--- src/rtl/mlfs_pkg.sv ---
package mlfs_pkg;

  // ---------------------------------------------------------------
  // Timing
  // ---------------------------------------------------------------
  localparam int CLK_MHZ   = 100;
  localparam int T_READ_NS = 25000;
  localparam int T_PROG_NS = 200000;
  localparam int READ_CYC  = (T_READ_NS * CLK_MHZ + 999) / 1000;
  localparam int PROG_CYC  = (T_PROG_NS * CLK_MHZ + 999) / 1000;
  localparam int CNT_W     = 24;

  // ---------------------------------------------------------------
  // Register byte offsets
  // ---------------------------------------------------------------
  localparam logic [7:0] A_CMD    = 8'h00;
  localparam logic [7:0] A_ROW    = 8'h04;
  localparam logic [7:0] A_COL    = 8'h08;
  localparam logic [7:0] A_STAT   = 8'h0C;
  localparam logic [7:0] A_DATA   = 8'h10;
  localparam logic [7:0] A_DEFECT = 8'h14;
  localparam logic [7:0] A_ECC_LO = 8'h18;
  localparam logic [7:0] A_ECC_HI = 8'h1C;

  // ---------------------------------------------------------------
  // Flash opcodes
  // ---------------------------------------------------------------
  localparam logic [7:0] OP_READ     = 8'h00;
  localparam logic [7:0] OP_READ_GO  = 8'h30;
  localparam logic [7:0] OP_PROG     = 8'h80;
  localparam logic [7:0] OP_PLANE    = 8'h11;
  localparam logic [7:0] OP_PROG_GO  = 8'h10;
  localparam logic [7:0] OP_STAT     = 8'h70;
  localparam logic [7:0] OP_STAT_ENH = 8'h78;

  // ---------------------------------------------------------------
  // Data values and fields
  // ---------------------------------------------------------------
  localparam logic [15:0] MARK16     = 16'h0000;
  localparam logic [7:0]  MARK8      = 8'h00;
  localparam logic [15:0] ERASED16   = 16'hFFFF;
  localparam logic [7:0]  ERASED8    = 8'hFF;
  localparam logic [7:0]  CW_MIN_EXP = 8'h09;
  localparam int          DEF_LUN_LSB = 16;
  localparam int          DEF_EN_BIT  = 31;

  typedef enum logic [1:0] {
    LUN_IDLE = 2'b00,
    LUN_READ = 2'b01,
    LUN_PROG = 2'b10
  } mlfs_lun_e;

  // Endurance as {multiplier, value} with the smallest value
  function automatic logic [15:0] mlfs_norm_endur(input int val, input int mult);
    int v;
    int m;
    v = val;
    m = mult;
    while (v != 0 && v % 10 == 0) begin
      v = v / 10;
      m = m + 1;
    end
    return {m[7:0], v[7:0]};
  endfunction

endpackage

--- src/rtl/mlfs_top.sv ---
// Decided for this implementation: the Wishbone register port and the address map.
`timescale 1ns/10ps
`default_nettype none
// Summary of operation
// - Unchained program start clears idle LUN page registers
// - Read accepted while another LUN programs
// - Ready/busy low whenever any LUN busy
// - Enhanced status disables unaddressed LUN drivers
// - Defect marker at first spare element
// - Good blocks read as all ones
// - ECC info block eight bytes, fixed layout
// - Codeword exponent reported at least nine
// - Endurance value byte smallest, multiplier byte
// - Zero correctability means error-free data
// - Ready/busy is AND of LUN ready bits
// - Enhanced status keeps output page register
// - Row address: page low, block, LUN high
module mlfs_top
  import mlfs_pkg::*;
#(
  parameter int          NUM_LUNS      = 2,
  parameter int          LUN_BITS      = 1,
  parameter int          BLK_BITS      = 10,
  parameter int          PAGE_BITS     = 6,
  parameter int          COL_BITS      = 13,
  parameter int          PAGE_ELEMS    = 2048,
  parameter int          PAGES_PER_BLK = 64,
  parameter bit          BUS16         = 1'b0,
  parameter int          READ_CYCLES   = READ_CYC,
  parameter int          PROG_CYCLES   = PROG_CYC,
  parameter logic [7:0]  ECC_BITS      = 8'h04,
  parameter logic [7:0]  CW_EXP        = 8'h09,
  parameter logic [15:0] MAX_BAD       = 16'h0014,
  parameter int          ENDUR_VAL     = 100,
  parameter int          ENDUR_MULT    = 3
) (
  input  wire logic                CLK_I,
  input  wire logic                RST_I,
  input  wire logic                CYC_I,
  input  wire logic                STB_I,
  input  wire logic                WE_I,
  input  wire logic [7:0]          ADR_I,
  input  wire logic [3:0]          SEL_I,
  input  wire logic [31:0]         DAT_I,
  output logic      [31:0]         DAT_O,
  output logic                     ACK_O,
  output logic                     RB_N_O,
  output logic                     RB_OE_N_O,
  output logic      [NUM_LUNS-1:0] DQ_OE_N_O
);

  localparam int ROW_W = PAGE_BITS + BLK_BITS + LUN_BITS;

  // ---------------------------------------------------------------
  // Wishbone slave
  // ---------------------------------------------------------------
  logic        ack_r;
  logic [31:0] dat_r;
  logic [31:0] rd_mux;
  logic [31:0] bmask;
  logic        req;
  logic        wr_go;
  logic        rd_go;

  assign req   = CYC_I & STB_I;
  assign wr_go = req & WE_I & ack_r;
  assign rd_go = req & ~WE_I & ~ack_r;
  assign bmask = {{8{SEL_I[3]}}, {8{SEL_I[2]}}, {8{SEL_I[1]}}, {8{SEL_I[0]}}};
  assign ACK_O = ack_r;
  assign DAT_O = dat_r;

  always_ff @(posedge CLK_I) begin
    if (RST_I) begin
      ack_r <= 1'b0;
      dat_r <= 32'h0000_0000;
    end else begin
      ack_r <= req & ~ack_r;
      if (rd_go) begin
        dat_r <= rd_mux;
      end
    end
  end

  // ---------------------------------------------------------------
  // Address registers and command decode
  // ---------------------------------------------------------------
  logic [31:0] row_r;
  logic [31:0] col_r;
  logic [31:0] def_r;
  logic [7:0]  last_op_r;
  logic        cmd_go;
  logic [7:0]  op;

  assign cmd_go = wr_go & (ADR_I == A_CMD) & SEL_I[0];
  assign op     = DAT_I[7:0];

  always_ff @(posedge CLK_I) begin
    if (RST_I) begin
      row_r     <= 32'h0000_0000;
      col_r     <= 32'h0000_0000;
      def_r     <= 32'h0000_0000;
      last_op_r <= 8'h00;
    end else begin
      if (wr_go && ADR_I == A_ROW) row_r <= (row_r & ~bmask) | (DAT_I & bmask);
      if (wr_go && ADR_I == A_COL) col_r <= (col_r & ~bmask) | (DAT_I & bmask);
      if (wr_go && ADR_I == A_DEFECT) def_r <= (def_r & ~bmask) | (DAT_I & bmask);
      if (cmd_go) last_op_r <= op;
    end
  end

  logic [PAGE_BITS-1:0] row_page;
  logic [BLK_BITS-1:0]  row_blk;
  logic [LUN_BITS-1:0]  row_lun;

  assign row_page = row_r[PAGE_BITS-1:0];
  assign row_blk  = row_r[PAGE_BITS +: BLK_BITS];
  assign row_lun  = row_r[PAGE_BITS + BLK_BITS +: LUN_BITS];

  // ---------------------------------------------------------------
  // Per-LUN operation state
  // ---------------------------------------------------------------
  mlfs_lun_e            st_r     [NUM_LUNS];
  logic [CNT_W-1:0]     cnt_r    [NUM_LUNS];
  logic [ROW_W-1:0]     ld_row_r [NUM_LUNS];
  logic [NUM_LUNS-1:0]  pv_r;
  logic [NUM_LUNS-1:0]  ready;
  logic [NUM_LUNS-1:0]  rd_hit;
  logic [NUM_LUNS-1:0]  pg_hit;
  logic                 plane_r;
  logic                 start_rd;
  logic                 start_pg;
  logic                 prog_clear;
  logic                 rb_ready;

  assign start_rd   = cmd_go & (op == OP_READ_GO) & ready[row_lun];
  assign start_pg   = cmd_go & (op == OP_PROG_GO) & ready[row_lun];
  assign prog_clear = cmd_go & (op == OP_PROG) & ~plane_r;

  for (genvar g = 0; g < NUM_LUNS; g++) begin : g_lun
    assign ready[g]  = (st_r[g] == LUN_IDLE);
    assign rd_hit[g] = start_rd & (row_lun == LUN_BITS'(g));
    assign pg_hit[g] = start_pg & (row_lun == LUN_BITS'(g));
  end

  assign rb_ready  = &ready;
  assign RB_N_O    = 1'b0;
  assign RB_OE_N_O = rb_ready;

  always_ff @(posedge CLK_I) begin
    for (int i = 0; i < NUM_LUNS; i++) begin
      if (RST_I) begin
        st_r[i]     <= LUN_IDLE;
        cnt_r[i]    <= '0;
        ld_row_r[i] <= '0;
        pv_r[i]     <= 1'b0;
      end else begin
        unique case (st_r[i])
          LUN_IDLE: begin
            if (rd_hit[i]) begin
              st_r[i]     <= LUN_READ;
              cnt_r[i]    <= CNT_W'(READ_CYCLES - 1);
              ld_row_r[i] <= row_r[ROW_W-1:0];
              pv_r[i]     <= 1'b0;
            end else if (pg_hit[i]) begin
              st_r[i]  <= LUN_PROG;
              cnt_r[i] <= CNT_W'(PROG_CYCLES - 1);
              pv_r[i]  <= 1'b0;
            end else if (prog_clear) begin
              pv_r[i] <= 1'b0;
            end
          end
          LUN_READ: begin
            if (cnt_r[i] == '0) begin
              st_r[i] <= LUN_IDLE;
              pv_r[i] <= 1'b1;
            end else begin
              cnt_r[i] <= cnt_r[i] - 1'b1;
            end
          end
          LUN_PROG: begin
            if (cnt_r[i] == '0) begin
              st_r[i] <= LUN_IDLE;
            end else begin
              cnt_r[i] <= cnt_r[i] - 1'b1;
            end
          end
          default: st_r[i] <= LUN_IDLE;
        endcase
      end
    end
  end

  // ---------------------------------------------------------------
  // Selection, output mode and multi-LUN tracking
  // ---------------------------------------------------------------
  logic [LUN_BITS-1:0]  sel_lun_r;
  logic                 out_mode_r;
  logic                 mlun_r;
  logic [NUM_LUNS-1:0]  oe_n_r;
  logic [NUM_LUNS-1:0]  oe_n_nxt;

  always_ff @(posedge CLK_I) begin
    if (RST_I) begin
      plane_r    <= 1'b0;
      sel_lun_r  <= '0;
      out_mode_r <= 1'b0;
      mlun_r     <= 1'b0;
      oe_n_r     <= '1;
    end else begin
      oe_n_r <= oe_n_nxt;
      if (cmd_go && op == OP_PLANE) plane_r <= 1'b1;
      else if (cmd_go && op == OP_PROG_GO) plane_r <= 1'b0;
      if (cmd_go && op == OP_STAT_ENH) begin
        sel_lun_r  <= row_lun;
        out_mode_r <= 1'b0;
        mlun_r     <= 1'b0;
      end else if ((start_rd || start_pg) && !rb_ready) begin
        mlun_r <= 1'b1;
      end
      if (cmd_go && op == OP_STAT) out_mode_r <= 1'b0;
      else if (cmd_go && op == OP_READ) out_mode_r <= 1'b1;
    end
  end

  for (genvar g = 0; g < NUM_LUNS; g++) begin : g_oe
    assign oe_n_nxt[g] = ~(out_mode_r & (sel_lun_r == LUN_BITS'(g)));
  end
  assign DQ_OE_N_O = oe_n_r;

  // ---------------------------------------------------------------
  // Data output from the selected page register
  // ---------------------------------------------------------------
  logic [ROW_W-1:0]     out_row;
  logic [PAGE_BITS-1:0] out_page;
  logic [BLK_BITS-1:0]  out_blk;
  logic                 marker_loc;
  logic                 def_hit;
  logic [15:0]          elem;
  logic [31:0]          data_word;

  assign out_row    = ld_row_r[sel_lun_r];
  assign out_page   = out_row[PAGE_BITS-1:0];
  assign out_blk    = out_row[PAGE_BITS +: BLK_BITS];
  assign marker_loc = (col_r[COL_BITS-1:0] == COL_BITS'(PAGE_ELEMS)) &&
                      (out_page == '0 || out_page == PAGE_BITS'(PAGES_PER_BLK - 1));
  assign def_hit    = def_r[DEF_EN_BIT] && marker_loc &&
                      (def_r[DEF_LUN_LSB +: LUN_BITS] == sel_lun_r) &&
                      (def_r[BLK_BITS-1:0] == out_blk);
  // Stored values come back exact, whatever the correctability
  assign elem = def_hit ? (BUS16 ? MARK16 : {8'h00, MARK8}) :
                          (BUS16 ? ERASED16 : {8'h00, ERASED8});
  assign data_word = (out_mode_r && pv_r[sel_lun_r]) ? {16'h0000, elem} : 32'h0000_0000;

  // ---------------------------------------------------------------
  // Extended ECC information and read mux
  // ---------------------------------------------------------------
  localparam logic [15:0] ENDUR = mlfs_norm_endur(ENDUR_VAL, ENDUR_MULT);
  localparam logic [7:0]  CW_FIELD = (CW_EXP < CW_MIN_EXP) ? CW_MIN_EXP : CW_EXP;

  logic [31:0] ecc_lo;
  logic [31:0] ecc_hi;
  logic [31:0] stat_word;

  assign ecc_lo    = {MAX_BAD, CW_FIELD, ECC_BITS};
  assign ecc_hi    = {16'h0000, ENDUR};
  assign stat_word = {1'b0, ready[sel_lun_r], 6'h00, 4'(sel_lun_r), 1'b0, out_mode_r,
                      mlun_r, rb_ready, 8'(pv_r), 8'(ready)};

  assign rd_mux = (ADR_I == A_CMD)    ? {24'h000000, last_op_r} :
                  (ADR_I == A_ROW)    ? row_r :
                  (ADR_I == A_COL)    ? col_r :
                  (ADR_I == A_STAT)   ? stat_word :
                  (ADR_I == A_DATA)   ? data_word :
                  (ADR_I == A_DEFECT) ? def_r :
                  (ADR_I == A_ECC_LO) ? ecc_lo :
                  (ADR_I == A_ECC_HI) ? ecc_hi : 32'h0000_0000;
endmodule
`default_nettype wire

--- config.mk ---
export PLATFORM = sky130hd
export DESIGN_NAME = mlfs_top
export DESIGN_NICKNAME = d
export VERILOG_FILES = /design/src/rtl/mlfs_pkg.sv /design/src/rtl/mlfs_top.sv
export SDC_FILE = /design/constraint.sdc
export NUM_CORES = 1
export LEC_CHECK = 0
export ABC_CLOCK_PERIOD_IN_PS = 4300
export BUFFER_PORTS_ARGS = -buffer_cell sky130_fd_sc_hd__buf_2
export CAP_MARGIN = 10
export CELL_PAD_IN_SITES_DETAIL_PLACEMENT = 1
export CELL_PAD_IN_SITES_GLOBAL_PLACEMENT = 1
export CORE_ASPECT_RATIO = 2
export CORE_UTILIZATION = 48
export CTS_BUF_LIST = sky130_fd_sc_hd__clkbuf_2 sky130_fd_sc_hd__clkbuf_4 sky130_fd_sc_hd__clkbuf_8
export DETAILED_ROUTE_END_ITERATION = 6
export GPL_TIMING_DRIVEN = 0
export HOLD_SLACK_MARGIN = 0.02
export PLACE_DENSITY_LB_ADDON = 0.1
export SETUP_SLACK_MARGIN = 0.1
export SYNTH_ARGS = -nofsm -noshare
export SYNTH_HDL_FRONTEND = slang
export SYNTH_SLANG_ARGS = --single-unit
--- constraint.sdc ---
create_clock -name CLK_I -period 4.3 [get_ports CLK_I]
set_input_delay 0.43 -clock CLK_I [delete_from_list [all_inputs] [get_ports CLK_I]]
set_output_delay 0.43 -clock CLK_I [all_outputs]
set_load 0.02 [all_outputs]
Yosys cells after proc, flatten, opt, wreduce, memory -nomap -nowiden
Memory sizes are Yosys's and may differ from the RTL's. A register that Yosys moved wholly into a read port is not among the register bits.
Index checks and enable logic that the tools add are counted.
{"block": "word_totals", "register_bits": 145, "mem_bits_rw": 86, "inputBits": 49, "elab_cells": 240, "n_memories": 3}
{"block": "classes", "n_addsub": 2, "magnitude_cmp": 2, "n_eq_ne": 25, "muxes": 105, "bitwise_logic": 55, "n_reduce_logical": 35}
{"memory": "cnt_r", "depth": 2, "word_bits": 24, "read_ports": 2, "rd_ports_with_merged_regs": 0, "wr": 2, "line": "mlfs_top.sv:123", "rtl": "logic [CNT_W-1:0] cnt_r [NUM_LUNS];"}
{"memory": "ld_row_r", "depth": 2, "word_bits": 17, "read_ports": 1, "rd_ports_with_merged_regs": 1, "wr": 2, "line": "mlfs_top.sv:124", "rtl": "logic [ROW_W-1:0] ld_row_r [NUM_LUNS];"}
{"memory": "st_r", "depth": 2, "word_bits": 2, "read_ports": 2, "rd_ports_with_merged_regs": 0, "wr": 2, "line": "mlfs_top.sv:122", "rtl": "mlfs_lun_e st_r [NUM_LUNS];"}
{"op": "24-bit 2-to-1 mux", "n": 8}
{"op": "32-bit 2-to-1 mux", "n": 6}
{"op": "32-bit AND", "n": 4}
{"op": "32-bit OR", "n": 3}
{"op": "1-bit 2-to-1 mux", "n": 73}
{"op": "8-bit by 5-bit equality test with 1-bit output, second input constant", "n": 6}
{"op": "24-bit logical NOT", "n": 2}
{"op": "24-bit by 1-bit subtractor with 24-bit output, second input constant", "n": 2}
{"op": "17-bit 2-to-1 mux", "n": 2}
{"op": "32-bit NOT", "n": 1}
{"op": "21-bit 2-to-1 mux", "n": 1}
{"op": "1-bit AND", "n": 20}
{"op": "2-bit 2-to-1 mux", "n": 10}
{"op": "1-bit OR", "n": 20}
{"op": "8-bit by 4-bit equality test with 1-bit output, second input constant", "n": 2}
{"op": "8-bit by 7-bit equality test with 1-bit output, second input constant", "n": 2}
{"op": "8-bit logical NOT", "n": 2}
{"op": "8-bit 2-to-1 mux", "n": 2}
{"op": "1-bit logical AND", "n": 14}
{"op": "13-bit by 12-bit equality test with 1-bit output, second input constant", "n": 1}
{"op": "11-bit 2-to-1 mux", "n": 1}
{"op": "10-bit equality test", "n": 1}
{"op": "8-bit by 3-bit equality test with 1-bit output, second input constant", "n": 1}
{"op": "8-bit by 6-bit equality test with 1-bit output, second input constant", "n": 1}
{"op": "other kinds (19)", "n": 39}

Logic depth before layout (Yosys ltp)
Gate-level depths: netlist (run 1).
{"block": "logic_depth", "word_depth": 17, "ltp_mapped": 8}

Worst setup path after synthesis (run 1)
Ideal clock, no wire load.
{"block": "synth_timing", "path_type": "input-to-reg", "start": "input port ADR_I[3]", "end": "memory ld_row_r[0][0] (netlist bit) (enable)", "setup_ps": 411, "arrival_ps": 2814, "t_required_ps": 3889, "slack_ps": 1075, "path_stages": 5, "path_cell_list": "buf_2 nor4_4 nand4_2 clkbuf_1 o21ai_0"}
{"element": "start, declared", "line": "mlfs_top.sv:42", "rtl": "input wire logic [7:0] ADR_I,"}
{"element": "end, declared", "line": "mlfs_top.sv:124"}

==> flow_summary.yaml, run 1 <==
outcome:
  status: "finished, final reports clean"
worst_setup_path:
  path_max_fanout: 24
  reg2reg_to: "cnt_r[1][12]"
  ff2ff_setup_slack_ns: 0.89
  cp_cell_sequence: "nor4_2 -> nand3_1 -> o41ai_4 -> a21boi_4 -> nand2_1"
  cp-start-kind: "register"
  crit_type: "reg -> reg"
  slowest_delay_ns: 0.66
  worstPathArrival_ns: 3.45
  r2r_start: "cnt_r[1][8]"
  cp_slowest_cell: "nand2_1"
  reg2regPathDepth: 5
  crit_required_ns: 4.34
  crit_path_end_kind: "register"
grt:
  grt_start_max_net_pins: 25
  grt_pass1_vias: 10600
  grt_pass1_wl_um: 58300
  grt_usage: 0.337
  antenna_found_initial: 0
  gr-total-overflow: 0
pwr:
  worst_ir_drop_vdd_mv: 0.231
  power.internal_mw: 3.41
  fin_total_pwr_mw: 4.64
  pwr-share-comb: 0.091
  swShare: 0.265
  power_frac_seq: 0.518
  power_switching_mw: 1.23
  power.density_mw_per_mm2: 379
  clkPwrFrac: 0.391
  p_leak_nw: 4.30
min_path:
  hp-start: "STB_I"
  holdPathStages: 3
  holdCritPathClass: "in -> reg"
  holdPathEnd: "ACK_O"
logic_synthesis:
  syn_nets: 1211
  ys_warn_count: 0
  synth-compound-area-share: 0.154
  ys_ff_latch: 230
  synth_top_area_cell: "dfxtp_1"
  syn_inst: 1158
  synthMuxAreaShare: 0.0197
  synth_top_family_by_area: "simple AND/OR/NAND/NOR gates"
  synth-edff-count: 84
  synth_adder_area_share: 0.00463
  synthArstFlopShare: 0
  synth_ff_type: "dfxtp_1"
  netlist_top_cells_area: "dfxtp_1, edfxtp_1, a21oi_1"
  syn_avg_cell_area_sq_um: 9.34
  synth-xor-area-share: 0.0405
  synth_top_area_frac: 0.270
  synthDistinctLibCells: 78
  seq_area_frac_synth: 0.504
  netlist_area_sq_mm: 0.0108
  yosys.area_share.simple: 0.241
die:
  start_util: 0.490
  die_h_um: 214
  die-area_sq_mm: 0.0232
  die-width_um: 108
  rows: 77
  core_area_sq_mm: 0.0221
  io_pins: 86
placed_design:
  dp_hpwl_um: 29300
  pre_cts_ws_ns: 0.620
  io_buffer_count: 80
  globalplace.congestion: 0.926
  place_area_sq_mm: 0.0116
sta:
  clock.fmax_ghz: 0.293
  hold_slack_ns: 0.149
  finalMaxSlewViolations: 0
  tightest_slew_ns: 1.02
  maxSlewHeadroom: 0.319
  min_period_ns: 3.41
  timing.final.crit_share: 0.793
  setup_ws_ns: 0.888
  finalSetupViolCount: 0
  rsz0062_at_grt: "false"
  skew_ns: 0.0222
  finalHoldViolations: 0
detailed_routing:
  drtAntennaViolNets: 0
  drtIter0Drc: 447
  dr.pass1.iters: 6
  via_per_inst: 6.21
  wl_per_cell_um: 24.3
  vias: 9793
  drt_wl_total_um: 38200
  drc_errors: 0
clock_network:
  cts_buffer_depth: 3
  clk_pin_slew_ns: 0.07
  ctsResizeCount: 0
  htree_levels: 2
  worstSkewPairLatency_ns: 0.54
  cts.sinks: 230
  cts_hold_buf: 0
  cts_setup_buffers: 0
  cts-root-buf: "clkbuf_8"
  cts_tree: "yes"
  cts_buffers: 35
layout:
  fin_area_sq_mm: 0.0123
  final_util: 0.555
  diodes: 0
  drive_gt1_frac: 0.153
  synthToLayoutAreaGrowth_pct: 13.3
  finalNetCount: 1330
run:
  cap_viol_max_count: 0
## routing by layer
metal / share of wire / vias to the layer above / GRT usage
met5: 0 / - / 0
met4: 0.098 / 0 / 0.288
met3: 0.038 / 183 / 0.0502
met2: 0.56 / 298 / 0.656
met1: 0.31 / 4820 / 0.277
li1: - / 4492 / -
## critical path: cells and delay by family, from the launching register on
| family | cells | cell delay [ns] |
|---|---|---|
| flip-flops | 1 | 0.44 |
| AO/OA/AOI/OAI | 2 | 1.00 |
| AND/OR/NAND/NOR | 3 | 1.47 |
## layout by cell type (no fill, tap or decap), types with 41 or more instances in the layout
| cell type | n |
|---|---|
| nand2_1 | 151 |
| dfxtp_1 | 146 |
| a21oi_1 | 137 |
| nand3_1 | 111 |
| buf_2 | 102 |
| edfxtp_1 | 84 |
| nor2_1 | 81 |
| clkbuf_1 | 49 |
| clkbuf_8 | 41 |
## worst max-delay path by stage
stage,from,to
global route,cnt_r[1][8],cnt_r[1][13]
floorplan,ADR_I[3],ld_row_r[0][0]
global placement,ADR_I[1],ld_row_r[0][15]
detailed placement,DAT_I[6],cnt_r[1][12]
finish,cnt_r[1][8],cnt_r[1][12]
CTS,cnt_r[1][8],cnt_r[1][13]
## power by group through the flow
stage / clock network (mW) / registers [mW] / logic (mW)
after global routing: 1.91 / 2.42 / 0.456
after floorplan: 0 / 2.44 / 0.262
final: 1.81 / 2.40 / 0.423
after detailed placement: 0 / 2.45 / 0.416
after global placement: 0 / 2.45 / 0.402
after CTS: 1.83 / 2.41 / 0.419
## synthesized netlist by cell type (5+ instances only)
library cell	number
buf_2	21
and3_1	18
dfxtp_1	146
clkbuf_1	49
a21oi_1	137
and2_1	23
a222oi_1	15
or3_1	11
xor2_1	22
mux2i_1	19
nand3_1	111
nand2_1	151
nor2_1	81
buf_4	5
nor3_1	28
nand2b_1	5
xnor2_1	28
edfxtp_1	84
nand4_1	8
or4_1	7
o221a_2	5
a31oi_1	7
nor4_1	21
inv_1	13
a2bb2oi_1	16
a22oi_1	8
o21ai_0	25
## cells by family after synthesis
kind of cell	after synthesis
adder cells (fa/ha/maj)	4
AO/OA/AOI/OAI	255
XOR/XNOR	50
other	1
multiplexers	21
flip-flops	230
AND/OR/NAND/NOR	507
buffers and inverters	90
## final cells by class
type / count / area [sq um]
Buffer: 77 / 335
Fill cell: 2627 / 9810
Sequential cell: 230 / 5450
Clock buffer: 49 / 624
Inverter: 13 / 48.8
Tap cell: 276 / 345
Clock inverter: 11 / 47.5
Timing Repair Buffer: 82 / 420
Multi-Input combinational cell: 838 / 4990
## per-stage QoR
stage,setup TNS [ns],cells
after global placement,-2.28,1514
after floorplan,0,1158
after CTS,0,1575
final,0,1576
after global routing,0,1576
after detailed placement,0,1515
Note: power is estimated with default switching activity, not from simulation.
==> run 2, diff against run 1 <==
--- a/config.mk
+++ b/config.mk
@@ -5,13 +5,13 @@
 export SDC_FILE = /design/constraint.sdc
 export NUM_CORES = 1
 export LEC_CHECK = 0
-export ABC_CLOCK_PERIOD_IN_PS = 4300
+export ABC_CLOCK_PERIOD_IN_PS = 2750
 export BUFFER_PORTS_ARGS = -buffer_cell sky130_fd_sc_hd__buf_2
 export CAP_MARGIN = 10
 export CELL_PAD_IN_SITES_DETAIL_PLACEMENT = 1
 export CELL_PAD_IN_SITES_GLOBAL_PLACEMENT = 1
 export CORE_ASPECT_RATIO = 2
-export CORE_UTILIZATION = 48
+export CORE_UTILIZATION = 44
 export CTS_BUF_LIST = sky130_fd_sc_hd__clkbuf_2 sky130_fd_sc_hd__clkbuf_4 sky130_fd_sc_hd__clkbuf_8
 export DETAILED_ROUTE_END_ITERATION = 6
 export GPL_TIMING_DRIVEN = 0
==> constraint.sdc (replaced) <==
create_clock -name CLK_I -period 2.75 [get_ports CLK_I]
set_input_delay 0.275 -clock CLK_I [delete_from_list [all_inputs] [get_ports CLK_I]]
set_output_delay 0.275 -clock CLK_I [all_outputs]
set_load 0.02 [all_outputs]
==> flow_summary.yaml, run 2 (synthesis gave the netlist of run 1 again) <==
clock_network:
  cts_buffer_depth: 3
  cts_buffers: 35
  worstSkewPairLatency_ns: 0.55
  htree_levels: 2
  cts.sinks: 230
  clk_pin_slew_ns: 0.07
  cts-root-buf: "clkbuf_8"
  cts_tree: "yes"
placed_design:
  place_area_sq_mm: 0.0116
  io_buffer_count: 80
  pre_cts_ws_ns: -0.650
  dp_hpwl_um: 28900
  place_inst: 1527
  globalplace.congestion: 0.938
layout:
  drive_gt1_frac: 0.161
  synthToLayoutAreaGrowth_pct: 16.8
  fin_area_sq_mm: 0.0126
  nFillCells: 2817
  finalNetCount: 1359
  most-common-layout-cells: "nand2_1, dfxtp_1, a21oi_1, nand3_1, buf_2"
  fin_cells: 1620
  final_common_cell: "nand2_1"
sta:
  tightest_slew_ns: 1.03
  finalHoldViolations: 0
  min_period_ns: 2.61
  hold_slack_ns: 0.0456
  timing.final.crit_share: 0.950
  setup_ws_ns: 0.137
  finalMaxSlewViolations: 0
  skew_ns: 0.0267
  rsz0062_at_grt: "true"
  clock.fmax_ghz: 0.383
  finalSetupViolCount: 0
  maxSlewHeadroom: 0.311
die:
  die-area_sq_mm: 0.0252
  die-width_um: 113
  io_pins: 86
  start_util: 0.450
  rows: 80
  core_area_sq_mm: 0.0240
  die_h_um: 224
worst_setup_path:
  crit_required_ns: 3.01
  worstPathArrival_ns: 2.87
  slowest_delay_ns: 0.59
  crit_start: "ACK_O"
  cp_cell_sequence: "and4_1 -> nand4_2 -> clkbuf_1 -> nor4_2"
  cp_slowest_cell: "nor4_2"
  r2r_start: "ACK_O"
  cp-start-kind: "register"
  crit_path_end_kind: "register"
  path_max_fanout: 10
  crit_family: "simple AND/OR/NAND/NOR gates"
  crit_type: "reg -> reg"
  path_buf_inv: 1
detailed_routing:
  wl_per_cell_um: 23.6
  drt_wl_total_um: 38200
  drtIter0Drc: 550
  drtAntennaViolNets: 0
  vias: 9736
  drc_errors: 0
  dr.pass1.iters: 5
  via_per_inst: 6.01
grt:
  grt_start_max_net_pins: 25
  grt_usage: 0.309
  antenna_found_initial: 1
  grt_pass1_wl_um: 58700
  grt_pass1_vias: 10500
  gr-total-overflow: 0
pwr:
  p_leak_nw: 4.45
  worst_ir_drop_vdd_mv: 0.405
  power.density_mw_per_mm2: 582
run:
  cap_viol_max_count: 0
outcome:
  status: "finished, final reports clean"
min_path:
  holdCritPathClass: "in -> reg"
  hp-start: "DAT_I[11]"
[run 2: changes by cell type in the layout (fill, tap and decap cells not counted), moves of 2 or more]
| cell | before | now |
|---|---|---|
| nor3_4 | 1 | 3 |
| dlygate4sd3_1 | 0 | 25 |
| clkinv_2 | 5 | 3 |
| nor4_1 | 21 | 18 |
| nor4_2 | 3 | 6 |
| clkbuf_8 | 41 | 37 |
| buf_4 | 5 | 9 |
| clkbuf_4 | 8 | 12 |
| clkinvlp_4 | 0 | 4 |
| nor3_2 | 2 | 0 |
[run 2: final timing paths]
check / endpoint / slack (ns) / cells past startpoint
worst max-delay path: ld_row_r[0][1] / 0.14 / 4
worst min-delay path: register / 0.05 / 3
worst max register to register: ld_row_r[0][1] / 0.14 / 4
worst min register to register: DQ_OE_N_O[1] / 0.45 / 1
[run 2: repair_timing]
item,in CTS,in global routing
hold buffers,25,0
resized for setup,9,3
endpoints found under the setup margin,69,58
hold endpoints to repair,63,0
setup buffers,1,3
pin swaps,1,2
[run 2: report_power, final]
part	internal (mW)	switching, mW
Combinational	0.244	0.443
Sequential	3.65	0.106
Clock	1.51	1.40
[run 2: through the flow]
step | setup TNS (ns) | power, mW | utilization
finish | 0 | 7.35 | 0.526
CTS | 0 | 7.38 | 0.524
global placement | -53.93 | 4.45 | 0.482
detailed placement | -36.88 | 4.48 | 0.483
global route | 0 | 7.58 | 0.526
floorplan | 0 | 4.22 | -
[run 2: worst reg2reg max path, cell delays in order, from the launching register on]
cell	delay [ns]
dfxtp_1	0.38
and4_1	0.49
nand4_2	0.42
clkbuf_1	0.44
nor4_2	0.60
[run 2: layout make-up]
cell class | count | area [sq um] | share of cell area
Clock inverter | 14 | 93.8 | 0.00743
Antenna cell | 1 | 2.50 | 0.000198
Inverter | 13 | 52.6 | 0.00416
Timing Repair Buffer | 111 | 701 | 0.0555
Clock buffer | 49 | 599 | 0.0474
Buffer | 77 | 337 | 0.0266
Sequential cell | 230 | 5450 | 0.431
Tap cell | 287 | 359 | 0.0284
Multi-Input combinational cell | 838 | 5050 | 0.399
[run 2: routing by layer]
metal | GRT usage | part of all wire
met1 | 0.274 | 0.32
met2 | 0.592 | 0.54
met3 | 0.0373 | 0.033
met4 | 0.283 | 0.10
met5 | 0 | 0
==> run 3, diff against run 2 <==
--- a/config.mk
+++ b/config.mk
@@ -8,15 +8,13 @@
 export ABC_CLOCK_PERIOD_IN_PS = 2750
 export BUFFER_PORTS_ARGS = -buffer_cell sky130_fd_sc_hd__buf_2
 export CAP_MARGIN = 10
-export CELL_PAD_IN_SITES_DETAIL_PLACEMENT = 1
-export CELL_PAD_IN_SITES_GLOBAL_PLACEMENT = 1
 export CORE_ASPECT_RATIO = 2
-export CORE_UTILIZATION = 44
+export CORE_UTILIZATION = 55
 export CTS_BUF_LIST = sky130_fd_sc_hd__clkbuf_2 sky130_fd_sc_hd__clkbuf_4 sky130_fd_sc_hd__clkbuf_8
 export DETAILED_ROUTE_END_ITERATION = 6
 export GPL_TIMING_DRIVEN = 0
 export HOLD_SLACK_MARGIN = 0.02
-export PLACE_DENSITY_LB_ADDON = 0.1
+export PLACE_DENSITY = 0.77
 export SETUP_SLACK_MARGIN = 0.1
 export SYNTH_ARGS = -nofsm -noshare
 export SYNTH_HDL_FRONTEND = slang
==> flow_summary.yaml, run 3 (synthesis gave the netlist of run 1 again) <==
outcome:
  status: "finished, final reports clean"
worst_setup_path:
  cp-start-kind: "input pin"
  reg2reg_to: "ld_row_r[1][7]"
  ff2ff_setup_slack_ns: 0.23
  path_max_fanout: 16
  cp_slowest_cell: "dlygate4sd3_1"
  worstPathArrival_ns: 2.84
  cp.depth: 7
  crit_required_ns: 2.98
  crit_path_end_kind: "register"
  cp_cell_sequence: "dlygate4sd3_1 -> buf_2 -> nor4_2 -> nand2_1 -> nor3_4 -> a21oi_2 -> clkinvlp_4"
  crit_type: "in -> reg"
  reg2regPathDepth: 5
  crit_family: "simple AND/OR/NAND/NOR gates"
  crit_start: "DAT_I[3]"
  path_buf_inv: 3
  crit_end: "ld_row_r[1][7]"
  r2r_start: "ACK_O"
  slowest_delay_ns: 0.54
min_path:
  holdCritPathClass: "in -> reg"
sta:
  maxSlewHeadroom: 0.313
  rsz0062_at_grt: "false"
  clock.fmax_ghz: 0.384
  min_period_ns: 2.60
  finalSetupViolCount: 0
  timing.final.crit_share: 0.946
  finalHoldViolations: 0
  setup_ws_ns: 0.148
  tightest_slew_ns: 1.02
  skew_ns: 0.0140
  finalMaxSlewViolations: 0
  setup-tns-final_ns: 0
  hold_slack_ns: 0.0507
pwr:
  worst_ir_drop_vdd_mv: 0.514
  power.density_mw_per_mm2: 569
  fin_total_pwr_mw: 7.16
  p_leak_nw: 4.45
layout:
  synthToLayoutAreaGrowth_pct: 16.4
  final_util: 0.653
  fin_area_sq_mm: 0.0126
  final_common_cell: "nand2_1"
  most-common-layout-cells: "nand2_1, dfxtp_1, a21oi_1, nand3_1, buf_2"
  drive_gt1_frac: 0.161
  finalNetCount: 1356
  fin_cells: 1588
grt:
  grt_pass1_wl_um: 51800
  grt_usage: 0.337
  grt_pass1_vias: 9971
  gr-total-overflow: 0
  grt_start_max_net_pins: 25
  antenna_found_initial: 1
clock_network:
  htree_levels: 1
  worstSkewPairLatency_ns: 0.57
  cts_buffers: 31
  clk_pin_slew_ns: 0.08
  cts.sinks: 230
  cts_tree: "yes"
  cts-root-buf: "clkbuf_8"
  cts_buffer_depth: 3
detailed_routing:
  vias: 9805
  drtIter0Drc: 704
  wl_per_cell_um: 21.1
  drt_wl_total_um: 33500
  via_per_inst: 6.17
  dr.pass1.iters: 6
  drc_errors: 0
  drtAntennaViolNets: 0
die:
  rows: 72
  core_area_sq_mm: 0.0193
  start_util: 0.561
  die-area_sq_mm: 0.0203
  die_h_um: 200
  io_pins: 86
  die-width_um: 101
placed_design:
  io_buffer_count: 80
  place_inst: 1498
  place_area_sq_mm: 0.0115
  dp_hpwl_um: 24600
  pre_cts_ws_ns: -0.621
  globalplace.congestion: 0.953
run:
  cap_viol_max_count: 0
[run 3: changes by cell type in the layout (fill, tap and decap cells not counted), moves of 2 or more]
cell           previous run  this run
clkbuf_4                 12        10
clkbuf_8                 37        39
clkinv_1                  7         0
clkinv_2                  3         8
clkinvlp_4                4         1
dlygate4sd3_1            25        27
nor4_2                    6         4
[run 3: layout make-up]
cell class                 instances  area (sq um)
clock buffer                      49           612
antenna                            2          5.00
inverter                          13          52.6
sequential                       230          5450
timing repair buffer             112           718
multi-input combinational        838          5060
clock inverter                     8          40.0
fill                            1706          6690
tap                              259           324
buffer                            77           337
[run 3: how the worst min path moves through the flow]
stage / to / cells after the start / start / slack (ns)
after floorplan: DQ_OE_N_O[1] / 1 / out_mode_r / 0.38
after global placement: DAT_O[11] / 1 / DAT_O[11] / 0.43
after detailed placement: DAT_O[11] / 1 / DAT_O[11] / 0.44
after CTS: register / 3 / DAT_I[0] / 0.04
after global routing: register / 3 / DAT_I[4] / 0.06
final: register / 3 / DAT_I[0] / 0.05
[run 3: repair_timing]
item / CTS / global route
hold buffers: 27 / 0
endpoints found under the setup margin: 83 / 63
resized for setup: 7 / 7
gates cloned: 0 / 0
buffers inserted: 1 / 3
hold endpoints to repair: 73 / 0
pin swaps: 1 / 2
[run 3: worst min-delay path, stage by stage]
cell and delay (ns):
buf_2 0.17, nand3_1 0.08, a21oi_1 0.05
[run 3: per-layer routing]
layer  routed length [um]  vias to the layer above  global-route usage
met3                 2010                      204              0.0625
met2                17100                      462               0.596
met4                 3680                        0               0.323
li1                     -                     4536                   -
met1                10700                     4603               0.311
met5                    0                        -                   0
[run 3: power breakdown]
| group | switching, mW | internal [mW] | total (mW) | leakage, nW |
|---|---|---|---|---|
| Sequential | 0.105 | 3.65 | 3.76 | 2.06 |
| Combinational | 0.430 | 0.247 | 0.677 | 2.03 |
| Clock | 1.31 | 1.41 | 2.73 | 0.358 |
| Total | 1.85 | 5.31 | 7.16 | 4.45 |
